**config.mk**
```make
export PLATFORM = sky130hd
export DESIGN_NAME = uis_top
export DESIGN_NICKNAME = d
export VERILOG_FILES = /design/src/uis_pkg.sv /design/src/uis_src_if.sv /design/src/uis_prio.sv /design/src/uis_top.sv
export VERILOG_INCLUDE_DIRS = /design/src
export SDC_FILE = /design/constraint.sdc
export NUM_CORES = 1
export LEC_CHECK = 0
export ABC_AREA = 0
export BUFFER_PORTS_ARGS = -buffer_cell sky130_fd_sc_hd__buf_4
export CAP_MARGIN = 20
export CORE_ASPECT_RATIO = 0.8
export CORE_MARGIN = 2
export CORE_UTILIZATION = 35
export DETAILED_ROUTE_END_ITERATION = 8
export GPL_ROUTABILITY_DRIVEN = 0
export PLACE_DENSITY = 0.68
export SETUP_SLACK_MARGIN = 0.05
export SYNTH_ARGS = -nofsm -noshare
export SYNTH_HDL_FRONTEND = slang
export SYNTH_SLANG_ARGS = --single-unit
export TNS_END_PERCENT = 20
```
**constraint.sdc**
```tcl
create_clock -name ref_clk_i -period 2.6 [get_ports ref_clk_i]
set_input_delay 0.13 -clock ref_clk_i [delete_from_list [all_inputs] [get_ports ref_clk_i]]
set_output_delay 0.13 -clock ref_clk_i [all_outputs]
set_load 0.1 [all_outputs]
```
**src/uis_defs.svh**
```systemverilog
// constants for the uart interrupt and shadow block
`ifndef UIS_DEFS_SVH
`define UIS_DEFS_SVH
// register word offsets (byte address = offset)
`define UIS_OFF_DATA     8'h00
`define UIS_OFF_IER      8'h04
`define UIS_OFF_IIR_FCR  8'h08
`define UIS_OFF_LSR      8'h14
`define UIS_OFF_SFE      8'h98
`define UIS_OFF_SRT      8'h9C
`define UIS_OFF_STER     8'hA0
`define UIS_OFF_BURST_LO 8'h30
`define UIS_OFF_BURST_HI 8'h6C
// interrupt identification codes
`define UIS_ID_NONE      4'h1
`define UIS_ID_RLS       4'h6
`define UIS_ID_RDA       4'h4
`define UIS_ID_CTO       4'hC
`define UIS_ID_TX_HOLD_EMPTY      4'h2
// field positions
`define UIS_FCR_FE_BIT   0
`define UIS_IER_PTIME    7
`define UIS_LSR_TX_HOLD_EMPTY     5
// reset values
`define UIS_IER_RST      8'h00
`define UIS_FCR_RST      8'h00
// timeout length in character times
`define UIS_TO_CHARS     4
`endif

```
**src/uis_pkg.sv**
```systemverilog
// types shared by the uart interrupt and shadow block
package uis_pkg;
  typedef logic [7:0] uis_byte_t;
  typedef enum logic [1:0] {
    UIS_TX_EMPTY = 2'h0,
    UIS_TX_TWO   = 2'h1,
    UIS_TX_QTR   = 2'h2,
    UIS_TX_HALF  = 2'h3
  } uis_tx_thr_e;
endpackage : uis_pkg

```
**src/uis_src_if.sv**
```systemverilog
// interrupt source levels passed from the top to the priority encoder
`timescale 1ns/1ps
`default_nettype none
interface uis_src_if;
  logic       rls;
  logic       rda;
  logic       cto;
  logic       tx_hold_empty;
  logic [3:0] id;
  modport src (output rls, output rda, output cto, output tx_hold_empty, input id);
  modport enc (input rls, input rda, input cto, input tx_hold_empty, output id);
endinterface : uis_src_if
`default_nettype wire

```
**src/uis_prio.sv**
```systemverilog
// priority encoder for the interrupt identification code
`include "uis_defs.svh"
`timescale 1ns/1ps
`default_nettype none
module uis_prio (
  uis_src_if.enc s
);
  // highest pending source only wins
  assign s.id = s.rls  ? `UIS_ID_RLS  :
                s.rda  ? `UIS_ID_RDA  :
                s.cto  ? `UIS_ID_CTO  :
                s.tx_hold_empty ? `UIS_ID_TX_HOLD_EMPTY : `UIS_ID_NONE;
endmodule : uis_prio
`default_nettype wire

```
**src/uis_top.sv**
```systemverilog
// uart interrupt identification, threshold and shadow register logic
// Behaviour
// identification low nibble reports pending source, 0001 means none
// line status errors raise code 0110, highest; cleared by line status read
// receive data code 0100; set on data or trigger, cleared by read/drop
// timeout code 1100 in fifo mode after 4 idle char times; cleared by read
// tx empty code 0010; cleared by ident read, holding write or level rise
// software sets enable bit 7 to enable threshold mode
// threshold mode asserts tx empty at or below programmed level
// threshold from fifo control bits 5:4: empty, 2, quarter, half
// in threshold mode line status bit 5 shows fifo full
// fifo disable forces threshold mode inactive
// outside threshold mode interrupt and bit 5 show empty holding/fifo
// burst address range reads all return the receive buffer
// burst address range writes all go to the holding register
// alias reads or writes only the fifo enable bit
// alias reads or writes only the receive trigger field
// alias reads or writes only the threshold field
// interrupt output high when any enabled source is active
// several pending sources present only the highest priority code
`include "uis_defs.svh"
`timescale 1ns/1ps
`default_nettype none
module uis_top
  import uis_pkg::*;
#(
  parameter int FIFO_DEPTH = 16,
  parameter int LVL_W      = 5
) (
  input  wire logic             ref_clk_i,
  input  wire logic             rst_i,
  input  wire logic             clk_en_i,
  input  wire logic [7:0]       addr_i,
  input  wire uis_pkg::uis_byte_t wdata_i,
  input  wire logic             wr_i,
  input  wire logic             rd_i,
  output var  uis_pkg::uis_byte_t rdata_o,
  input  wire uis_pkg::uis_byte_t rx_data_i,
  input  wire logic [LVL_W-1:0] rx_level_i,
  input  wire logic [LVL_W-1:0] tx_level_i,
  input  wire logic             rx_err_i,
  input  wire logic [3:0]       rx_err_bits_i,
  input  wire logic             char_tick_i,
  input  wire logic             rx_push_i,
  input  wire logic             tx_pop_i,
  output logic                  rx_pop_o,
  output logic                  tx_push_o,
  output var  uis_pkg::uis_byte_t tx_data_o,
  output var  uis_pkg::uis_byte_t fcr_o,
  output logic                  irq_o
);
  import uis_pkg::*;

  // ***************************************
  // register decode
  // ***************************************
  logic       in_burst, hit_data, hit_ier, hit_iir, hit_lsr, hit_sfe, hit_srt, hit_ster;
  logic       rd_data, rd_iir, rd_lsr, wr_data, wr_ier, wr_fcr;
  logic       fire;
  assign fire     = clk_en_i;
  assign in_burst = (addr_i >= `UIS_OFF_BURST_LO) && (addr_i <= `UIS_OFF_BURST_HI)
                    && (addr_i[1:0] == 2'h0);
  assign hit_data = (addr_i == `UIS_OFF_DATA) || in_burst;
  assign hit_ier  = addr_i == `UIS_OFF_IER;
  assign hit_iir  = addr_i == `UIS_OFF_IIR_FCR;
  assign hit_lsr  = addr_i == `UIS_OFF_LSR;
  assign hit_sfe  = addr_i == `UIS_OFF_SFE;
  assign hit_srt  = addr_i == `UIS_OFF_SRT;
  assign hit_ster = addr_i == `UIS_OFF_STER;
  assign rd_data  = fire && rd_i && hit_data;
  assign rd_iir   = fire && rd_i && hit_iir;
  assign rd_lsr   = fire && rd_i && hit_lsr;
  assign wr_data  = fire && wr_i && hit_data;
  assign wr_ier   = fire && wr_i && hit_ier;
  assign wr_fcr   = fire && wr_i && hit_iir;

  // ***************************************
  // control registers
  // ***************************************
  uis_byte_t ier_q, fcr_q, fcr_d;
  // aliases touch only their own field; the rest of fcr is kept
  always_comb begin
    fcr_d = fcr_q;
    if (wr_fcr) begin
      fcr_d = wdata_i;
    end else if (fire && wr_i && hit_sfe) begin
      fcr_d[`UIS_FCR_FE_BIT] = wdata_i[0];
    end else if (fire && wr_i && hit_srt) begin
      fcr_d[7:6] = wdata_i[1:0];
    end else if (fire && wr_i && hit_ster) begin
      fcr_d[5:4] = wdata_i[1:0];
    end
  end
  always_ff @(posedge ref_clk_i) begin
    if (rst_i) begin
      ier_q <= `UIS_IER_RST;
      fcr_q <= `UIS_FCR_RST;
    end else if (fire) begin
      if (wr_ier) ier_q <= wdata_i;
      fcr_q <= fcr_d;
    end
  end

  // ***************************************
  // levels and thresholds
  // ***************************************
  localparam logic [LVL_W-1:0] LV_TWO  = LVL_W'(2);
  localparam logic [LVL_W-1:0] LV_QTR  = LVL_W'(FIFO_DEPTH / 4);
  localparam logic [LVL_W-1:0] LV_HALF = LVL_W'(FIFO_DEPTH / 2);
  localparam logic [LVL_W-1:0] LV_FULL = LVL_W'(FIFO_DEPTH);
  localparam logic [LVL_W-1:0] LV_TRQ  = LVL_W'(FIFO_DEPTH - 2);
  logic             fifo_en, ptime, tx_at_thr, tx_empty, tx_full, rx_trig;
  logic [LVL_W-1:0] thr_lvl, rx_trig_lvl;
  assign fifo_en = fcr_q[`UIS_FCR_FE_BIT];
  // fifo disable overrides the enable bit
  assign ptime   = ier_q[`UIS_IER_PTIME] && fifo_en;
  always_comb begin
    unique case (uis_tx_thr_e'(fcr_q[5:4]))
      UIS_TX_EMPTY: thr_lvl = '0;
      UIS_TX_TWO:   thr_lvl = LV_TWO;
      UIS_TX_QTR:   thr_lvl = LV_QTR;
      UIS_TX_HALF:  thr_lvl = LV_HALF;
    endcase
  end
  always_comb begin
    unique case (fcr_q[7:6])
      2'h0:    rx_trig_lvl = LVL_W'(1);
      2'h1:    rx_trig_lvl = LV_QTR;
      2'h2:    rx_trig_lvl = LV_HALF;
      2'h3:    rx_trig_lvl = LV_TRQ;
    endcase
  end
  assign tx_empty  = tx_level_i == '0;
  assign tx_full   = tx_level_i >= LV_FULL;
  assign tx_at_thr = tx_level_i <= thr_lvl;
  assign rx_trig   = fifo_en ? (rx_level_i >= rx_trig_lvl) : (rx_level_i != '0);

  // ***************************************
  // interrupt sources
  // ***************************************
  logic       rls_q, tx_hold_empty_q, tx_hold_empty_cond, tx_hold_empty_cond_q, cto_q;
  logic [2:0] char_cnt_q;
  logic [3:0] err_q;
  // threshold mode swaps the trigger from empty to at-threshold
  assign tx_hold_empty_cond = ptime ? tx_at_thr : tx_empty;
  uis_src_if src ();
  assign src.rls  = rls_q && ier_q[2];
  assign src.rda  = rx_trig && ier_q[0];
  assign src.cto  = cto_q && ier_q[0];
  assign src.tx_hold_empty = tx_hold_empty_q && ier_q[1];
  uis_prio u_prio (.s(src.enc));

  // error flag: a new error beats the clearing read
  always_ff @(posedge ref_clk_i) begin
    if (rst_i) begin
      rls_q <= 1'b0;
      err_q <= 4'h0;
    end else if (fire) begin
      rls_q <= rx_err_i | (rls_q & ~rd_lsr);
      err_q <= rx_err_bits_i | (err_q & {4{~rd_lsr}});
    end
  end

  // timeout counts idle character times while data waits
  always_ff @(posedge ref_clk_i) begin
    if (rst_i) begin
      char_cnt_q <= 3'h0;
      cto_q      <= 1'b0;
    end else if (fire) begin
      if (!fifo_en || rx_level_i == '0 || rx_push_i || rd_data) begin
        char_cnt_q <= 3'h0;
        cto_q      <= 1'b0;
      end else if (char_tick_i && char_cnt_q != 3'(`UIS_TO_CHARS)) begin
        char_cnt_q <= char_cnt_q + 3'h1;
        cto_q      <= (char_cnt_q + 3'h1) == 3'(`UIS_TO_CHARS);
      end
    end
  end

  // holding-empty flag fires on the rising condition; ident read or write clears
  always_ff @(posedge ref_clk_i) begin
    if (rst_i) begin
      tx_hold_empty_q      <= 1'b0;
      tx_hold_empty_cond_q <= 1'b0;
    end else if (fire) begin
      tx_hold_empty_cond_q <= tx_hold_empty_cond;
      if (tx_hold_empty_cond && !tx_hold_empty_cond_q) begin
        tx_hold_empty_q <= 1'b1;
      end else if (!tx_hold_empty_cond || wr_data ||
                   (rd_iir && src.id == `UIS_ID_TX_HOLD_EMPTY)) begin
        tx_hold_empty_q <= 1'b0;
      end
    end
  end

  // ***************************************
  // read data and outputs
  // ***************************************
  uis_byte_t rd_mux;
  logic      lsr5;
  assign lsr5 = ptime ? tx_full : tx_empty;
  assign rd_mux = (rd_i && hit_data) ? rx_data_i :
                  (rd_i && hit_ier)  ? ier_q :
                  (rd_i && hit_iir)  ? {fifo_en, fifo_en, 2'h0, src.id} :
                  (rd_i && hit_lsr)  ? {1'b0, tx_empty, lsr5, err_q, rx_level_i != '0} :
                  (rd_i && hit_sfe)  ? {7'h00, fcr_q[0]} :
                  (rd_i && hit_srt)  ? {6'h00, fcr_q[7:6]} :
                  (rd_i && hit_ster) ? {6'h00, fcr_q[5:4]} :
                  8'h00;
  always_ff @(posedge ref_clk_i) begin
    if (rst_i) begin
      rdata_o   <= 8'h00;
      rx_pop_o  <= 1'b0;
      tx_push_o <= 1'b0;
      tx_data_o <= 8'h00;
      fcr_o     <= `UIS_FCR_RST;
      irq_o     <= 1'b0;
    end else if (fire) begin
      rdata_o   <= rd_mux;
      rx_pop_o  <= rd_data;
      tx_push_o <= wr_data;
      if (wr_data) tx_data_o <= wdata_i;
      fcr_o     <= fcr_d;
      irq_o     <= src.id != `UIS_ID_NONE;
    end
  end

  // ***************************************
  // assertions
  // ***************************************
  // enabled sources seen apart from the encoder, so a broken encoder cannot hide
  logic any_src;
  assign any_src = (rls_q && ier_q[2]) || ((rx_trig || cto_q) && ier_q[0]) ||
                   (tx_hold_empty_q && ier_q[1]);
endmodule : uis_top
`default_nettype wire

```
# After elaboration in Yosys (flattened, before gate mapping)
# Index checks and enable logic that the tools add are counted.
op_classes:
  n_addsub: 1
  n_lt_le_gt_ge: 5
  eq_ne: 18
  muxes: 30
  bitwise_logic: 5
  n_reduce_logical: 57
op_table:
  columns: ["cell", "count"]
  rows:
  - ["$pmux W5 S4", 2]
  - ["$logic_and A1 B1 Y1", 28]
  - ["$eq A8 B8 Y1 const B", 3]
  - ["$mux W8", 3]
  - ["$mux W4", 5]
  - ["$mux W2", 7]
  - ["$reduce_and A2 Y1", 6]
  - ["$logic_not A5 Y1", 2]
  - ["$reduce_bool A2 Y1", 5]
  - ["$mux W1", 9]
  - ["$mux W3", 3]
  - ["$eq A2 B2 Y1 const B", 4]
  - ["$eq A8 B3 Y1 const B", 1]
  - ["$eq A8 B4 Y1 const B", 1]
  - ["$eq A8 B5 Y1 const B", 1]
  - ["$ge A8 B6 Y1 const B", 1]
  - ["$le A8 B7 Y1 const B", 1]
  - ["$logic_not A8 Y1", 1]
  - ["$mux W7", 1]
  - ["$logic_not A2 Y1", 3]
  - ["$logic_or A1 B1 Y1", 6]
  - ["$ge A5 B5 Y1", 1]
  - ["$ge A5 B5 Y1 const B", 1]
  - ["$le A5 B5 Y1", 1]
  - ["other kinds (16)", 20]
totals:
  reg_bits: 46
  inputBits: 47
  output_inout_bits: 27
  elab_cells: 132

# Depth between registers and ports, before layout
depth:
  word_depth: 12
  depth_mapped: 8

# Hierarchy
# Synthesis repeated with hierarchy kept, for this count alone.
hier_totals:
  cells_unflattened: 311
  hier_area_um2: 2576.2
modules_own_cells:
  columns: ["module", "n_inst", "cells_per_inst", "area_per_inst_um2", "seq_area_each_um2"]
  rows:
  - ["uis_top", 1, 306, 2537.4, 920.9]
  - ["uis_prio", 1, 5, 38.8, 0.0]

# Worst setup path after synthesis
# No wires, ideal clock.
synth_path:
  path_type: "reg-to-reg"
  start: "register, netlist name fcr_o[7]"
  end: "register tx_hold_empty_q"
  arrival_time_ns: 2.572
  t_required_ns: 2.469
  setup_slack_ns: -0.102
  path_stages_with_launch: 8
  n_path_buf: 0
  period_less_slack_ns: 2.702
  path_cell_list: "dfxtp_1 nand2_1 ha_1 nor4_1 a22oi_1 o311ai_0 and3_1 o22ai_1"
synth_lines:
  columns: ["element", "line", "source"]
  rows:
  - ["end signal: assignment", "uis_top.sv:183", "tx_hold_empty_q <= 1'b0;"]
  - ["end signal: assignment", "uis_top.sv:188", "tx_hold_empty_q <= 1'b1;"]
  - ["end signal: assignment", "uis_top.sv:191", "tx_hold_empty_q <= 1'b0;"]
  - ["end: declaration", "uis_top.sv:141", "logic rls_q, tx_hold_empty_q, tx_hold_empty_cond, tx_hold_empty_cond_q, cto_q;"]

==> flow_metrics.py <==
metrics = {
    "critical_path": {
        "critPathCapture": "tx_hold_empty_q",
        "worst-endpoint-arrival_ns": 2.27,
        "worstPathBufferInverterCount": 0,
        "max_stage_delay_ns": 0.46,
        "critPathMaxFanout": 6,
        "worst_r2r_endpoint": "tx_hold_empty_q",
        "critical_path_class": "flip-flop to flip-flop",
        "critPathLaunchType": "flip-flop",
        "ff2ff_path_depth": 8,
        "standard_cell_with_the_maximum_stage_delay_on_the_critical_path": "dfxtp_1",
        "worst_path_cell_trace": "nand2_1 > ha_1 > a21oi_1 > o21ai_0 > o31a_1 > o31ai_1 > a31oi_1 > o22ai_1",
        "ff2ff_setup_slack_ns": 0.56,
        "path_delay_family": "compound AO/OA/AOI/OAI gates",
        "required_arrival_time_at_the_worst_endpoint_ns": 2.83,
        "worst_setup_path_startpoint": "fcr_o[5]",
        "category_of_the_worst_setup_path_capture_point": "flip-flop",
        "number_of_logic_stages_on_the_critical_path_including_buffering": 8,
        "worst_r2r_startpoint": "fcr_o[5]",
    },
    "die": {
        "die_w_um": 97.8,
        "pin_count": 74,
        "rows": 27,
        "die_h_um": 79.0,
        "coreArea_um2": 6860,
        "initial_core_util_pct": 35.9,
        "die_area_um2": 7730,
    },
    "yosys": {
        "synth_top_area_share_pct": 37.4,
        "post_synth_main_area_contributors": "dfxtp_1 37%, mux2i_1 11%, nor2_1 7.5%",
        "postSynthRegisterBits": 46,
        "post_synth_instance_area_um2": 2460,
        "top_cells_by_instance_count_after_synthesis": "49 x nor2_1, 46 x dfxtp_1, 27 x mux2i_1",
        "synth-edff-count": 0,
        "netlist-cell-type-count": 53,
        "yosysWarnings": 0,
        "synth_sequential_area_ratio_pct": 37.4,
        "mappedNetlistNets": 343,
        "syn-mean-instance-area_um2": 8.61,
        "yosysMostFrequentCell": "nor2_1",
        "yosys.area.top_type": "dfxtp_1",
        "synth_flop_cell": "dfxtp_1",
        "synthCells": 286,
        "synth-async-reset-ratio_pct": 0,
    },
    "timing": {
        "final_max_slew_viol_count": 0,
        "fin_worst_skew_ns": 0.00554,
        "fin_ws_ns": 0.557,
        "relSlewSlack_pct": 53.6,
        "setup_viol_count_final": 0,
        "rsz_0062_raised_after_global_routing": "no",
        "timing_worst_slew_pin_value_ns": 0.691,
        "max_clock_freq_mhz": 489,
        "fin_crit_ns": 2.04,
        "fin_tns_setup_ns": 0,
        "final_worst_path_cycle_share_pct": 78.6,
        "hold_ws_ns": 0.0820,
        "hold_viol": 0,
    },
    "clock_network": {
        "worst_setup_hold_path_clk_slew_ns": 0.09,
        "ctsHoldBuffers": 0,
        "post_cts_sizing": 0,
        "cts_tree": "built",
        "numCtsBuffers": 5,
        "cts-htree-levels": 2,
        "cts.sink_count": 46,
        "cts_setup_buffers": 0,
        "cts_root_buffer": "clkbuf_8",
        "ctsLongestPathBuffers": 2,
        "clock_latency_reported_for_the_late_side_of_the_worst_skew_pair_ns": 0.30,
    },
    "outcome": {
        "status": "completed",
    },
    "global_routing": {
        "antenna_violations_before_repair": 0,
        "overflow": 0,
        "grt_max_degree": 46,
        "gr_util_all_layers_pct": 16.7,
        "grt_first_pass_wirelength_um": 10400,
        "first_global_vias": 2228,
    },
    "detailed_routing": {
        "routed-via-count": 2284,
        "drt_first_iter_violations": 128,
        "post_drt_wl_per_cell_um": 14.4,
        "drt_pass1_iterations": 4,
        "drc": 0,
        "detail_route.vias_per_cell": 5.16,
        "final_ant_viol_nets": 0,
        "final_wl_um": 6400,
    },
    "job": {
        "max_capacitance_violation_count": 0,
    },
    "layout": {
        "nNetsFinal": 412,
        "flow.area_growth_from_synthesis_pct": 28.7,
        "stdcell_area_um2": 3170,
        "layout-drive-gt1-share_pct": 26.4,
        "post-route-util_pct": 46.3,
        "diodes": 0,
        "finish.cell_count_without_fillers": 443,
    },
    "placed_design": {
        "dpl-instance-area_um2": 3080,
        "hpwl_dp_um": 4880,
        "place.port_buffers": 72,
        "place_ws_ns": 0.546,
        "dp.cells": 435,
    },
    "power_and_ir_drop": {
        "report.power.total_mw": 1.42,
        "ir_drop_mv": 0.294,
        "power.static_leakage_nw": 1.34,
        "power.density_nw_per_um2": 449,
    },
    "worst_hold_path": {
        "hold_crit_class": "input port to flip-flop",
    },
}
kinds of logic (layout without fill, tap and decap cells):
family | Yosys count | after routing | share of synthesized area (%)
mux | 30 | 30 | 12.3
fa+ha+maj | 10 | 10 | 5.08
flops | 46 | 46 | 37.4
simple gates | 110 | 110 | 22.0
compound gates | 59 | 59 | 17.9
buf+inv | 31 | 101 | 5.23
how the worst min path moves through the flow:
stage | endpoint | from | cells after the start
after floorplan | tx_data_o[0] | wdata_i[0] | 2
after global placement | ier_q[3] | wdata_i[3] | 3
after detailed placement | tx_data_o[2] | wdata_i[2] | 3
after CTS | fcr_o[3] | wdata_i[3] | 3
after global routing | fcr_o[3] | wdata_i[3] | 3
final | fcr_o[3] | wdata_i[3] | 3
sequential cells by signal, summed over array words and instances, names as in the netlist:
signal,cells
fcr_o,8
rls_q,1
tx_push_o,1
rdata_o,8
err_q,4
tx_data_o,8
tx_hold_empty_q,1
ier_q,8
tx_hold_empty_cond_q,1
cto_q,1
char_cnt_q,3
rx_pop_o,1
irq_o,1
report_power, final:
part	internal (mW)	switching, mW	total (mW)
sequential	0.718	0.00773	0.726
combinational	0.0917	0.151	0.243
clock	0.214	0.241	0.455
total	1.02	0.400	1.42
worst register-to-register path: cells and delay by family, from the launching register on:
| family | cells | cell delay, ns |
|---|---|---|
| flip-flops | 1 | 0.46 |
| AND/OR/NAND/NOR | 1 | 0.09 |
| AO/OA/AOI/OAI | 6 | 1.12 |
| adder cells (fa/ha/maj) | 1 | 0.30 |
layer usage:
layer | wire length, um | track usage (%) | share of wire [%] | vias to the layer above
met3 | 355 | 4.31 | 5.6 | 7
met1 | 3000 | 22.0 | 47 | 1052
met5 | 0 | 0 | 0 | -
li1 | - | - | - | 1167
met4 | 56 | 3.33 | 0.88 | 0
met2 | 2980 | 27.9 | 47 | 58
final cells by class:
| type | count | area, um2 |
|---|---|---|
| Fill cell | 687 | 3690 |
| Inverter | 18 | 67.6 |
| Timing Repair Buffer | 75 | 563 |
| Clock buffer | 6 | 82.6 |
| Tap cell | 87 | 109 |
| Clock inverter | 2 | 12.5 |
| Multi-Input combinational cell | 209 | 1410 |
| Sequential cell | 46 | 923 |
placed cells by master (no fill, tap or decap), types with 2 or more instances in the layout:
| cell type | instances |
|---|---|
| and3_1 | 2 |
| a22o_1 | 3 |
| a221oi_1 | 2 |
| a211oi_1 | 8 |
| dfxtp_2 | 2 |
| mux2_2 | 2 |
| o211ai_1 | 2 |
| nor3_1 | 6 |
| inv_1 | 18 |
| nand3_1 | 7 |
| a32oi_1 | 2 |
| nand4_1 | 2 |
| nor4_1 | 4 |
| nor2_1 | 49 |
| nand2b_1 | 4 |
| and3b_1 | 3 |
| or3_1 | 3 |
| a22oi_1 | 7 |
| o311ai_0 | 2 |
| a311oi_1 | 4 |
| a31oi_1 | 2 |
| nor2b_1 | 3 |
| ha_1 | 10 |
| o21ai_0 | 8 |
| a21o_1 | 3 |
| o31ai_1 | 2 |
| mux2i_1 | 27 |
| dfxtp_1 | 44 |
| clkbuf_8 | 6 |
| nand2_1 | 17 |
| buf_4 | 75 |
| a21oi_1 | 6 |
Power figures use the tool's default switching activity.
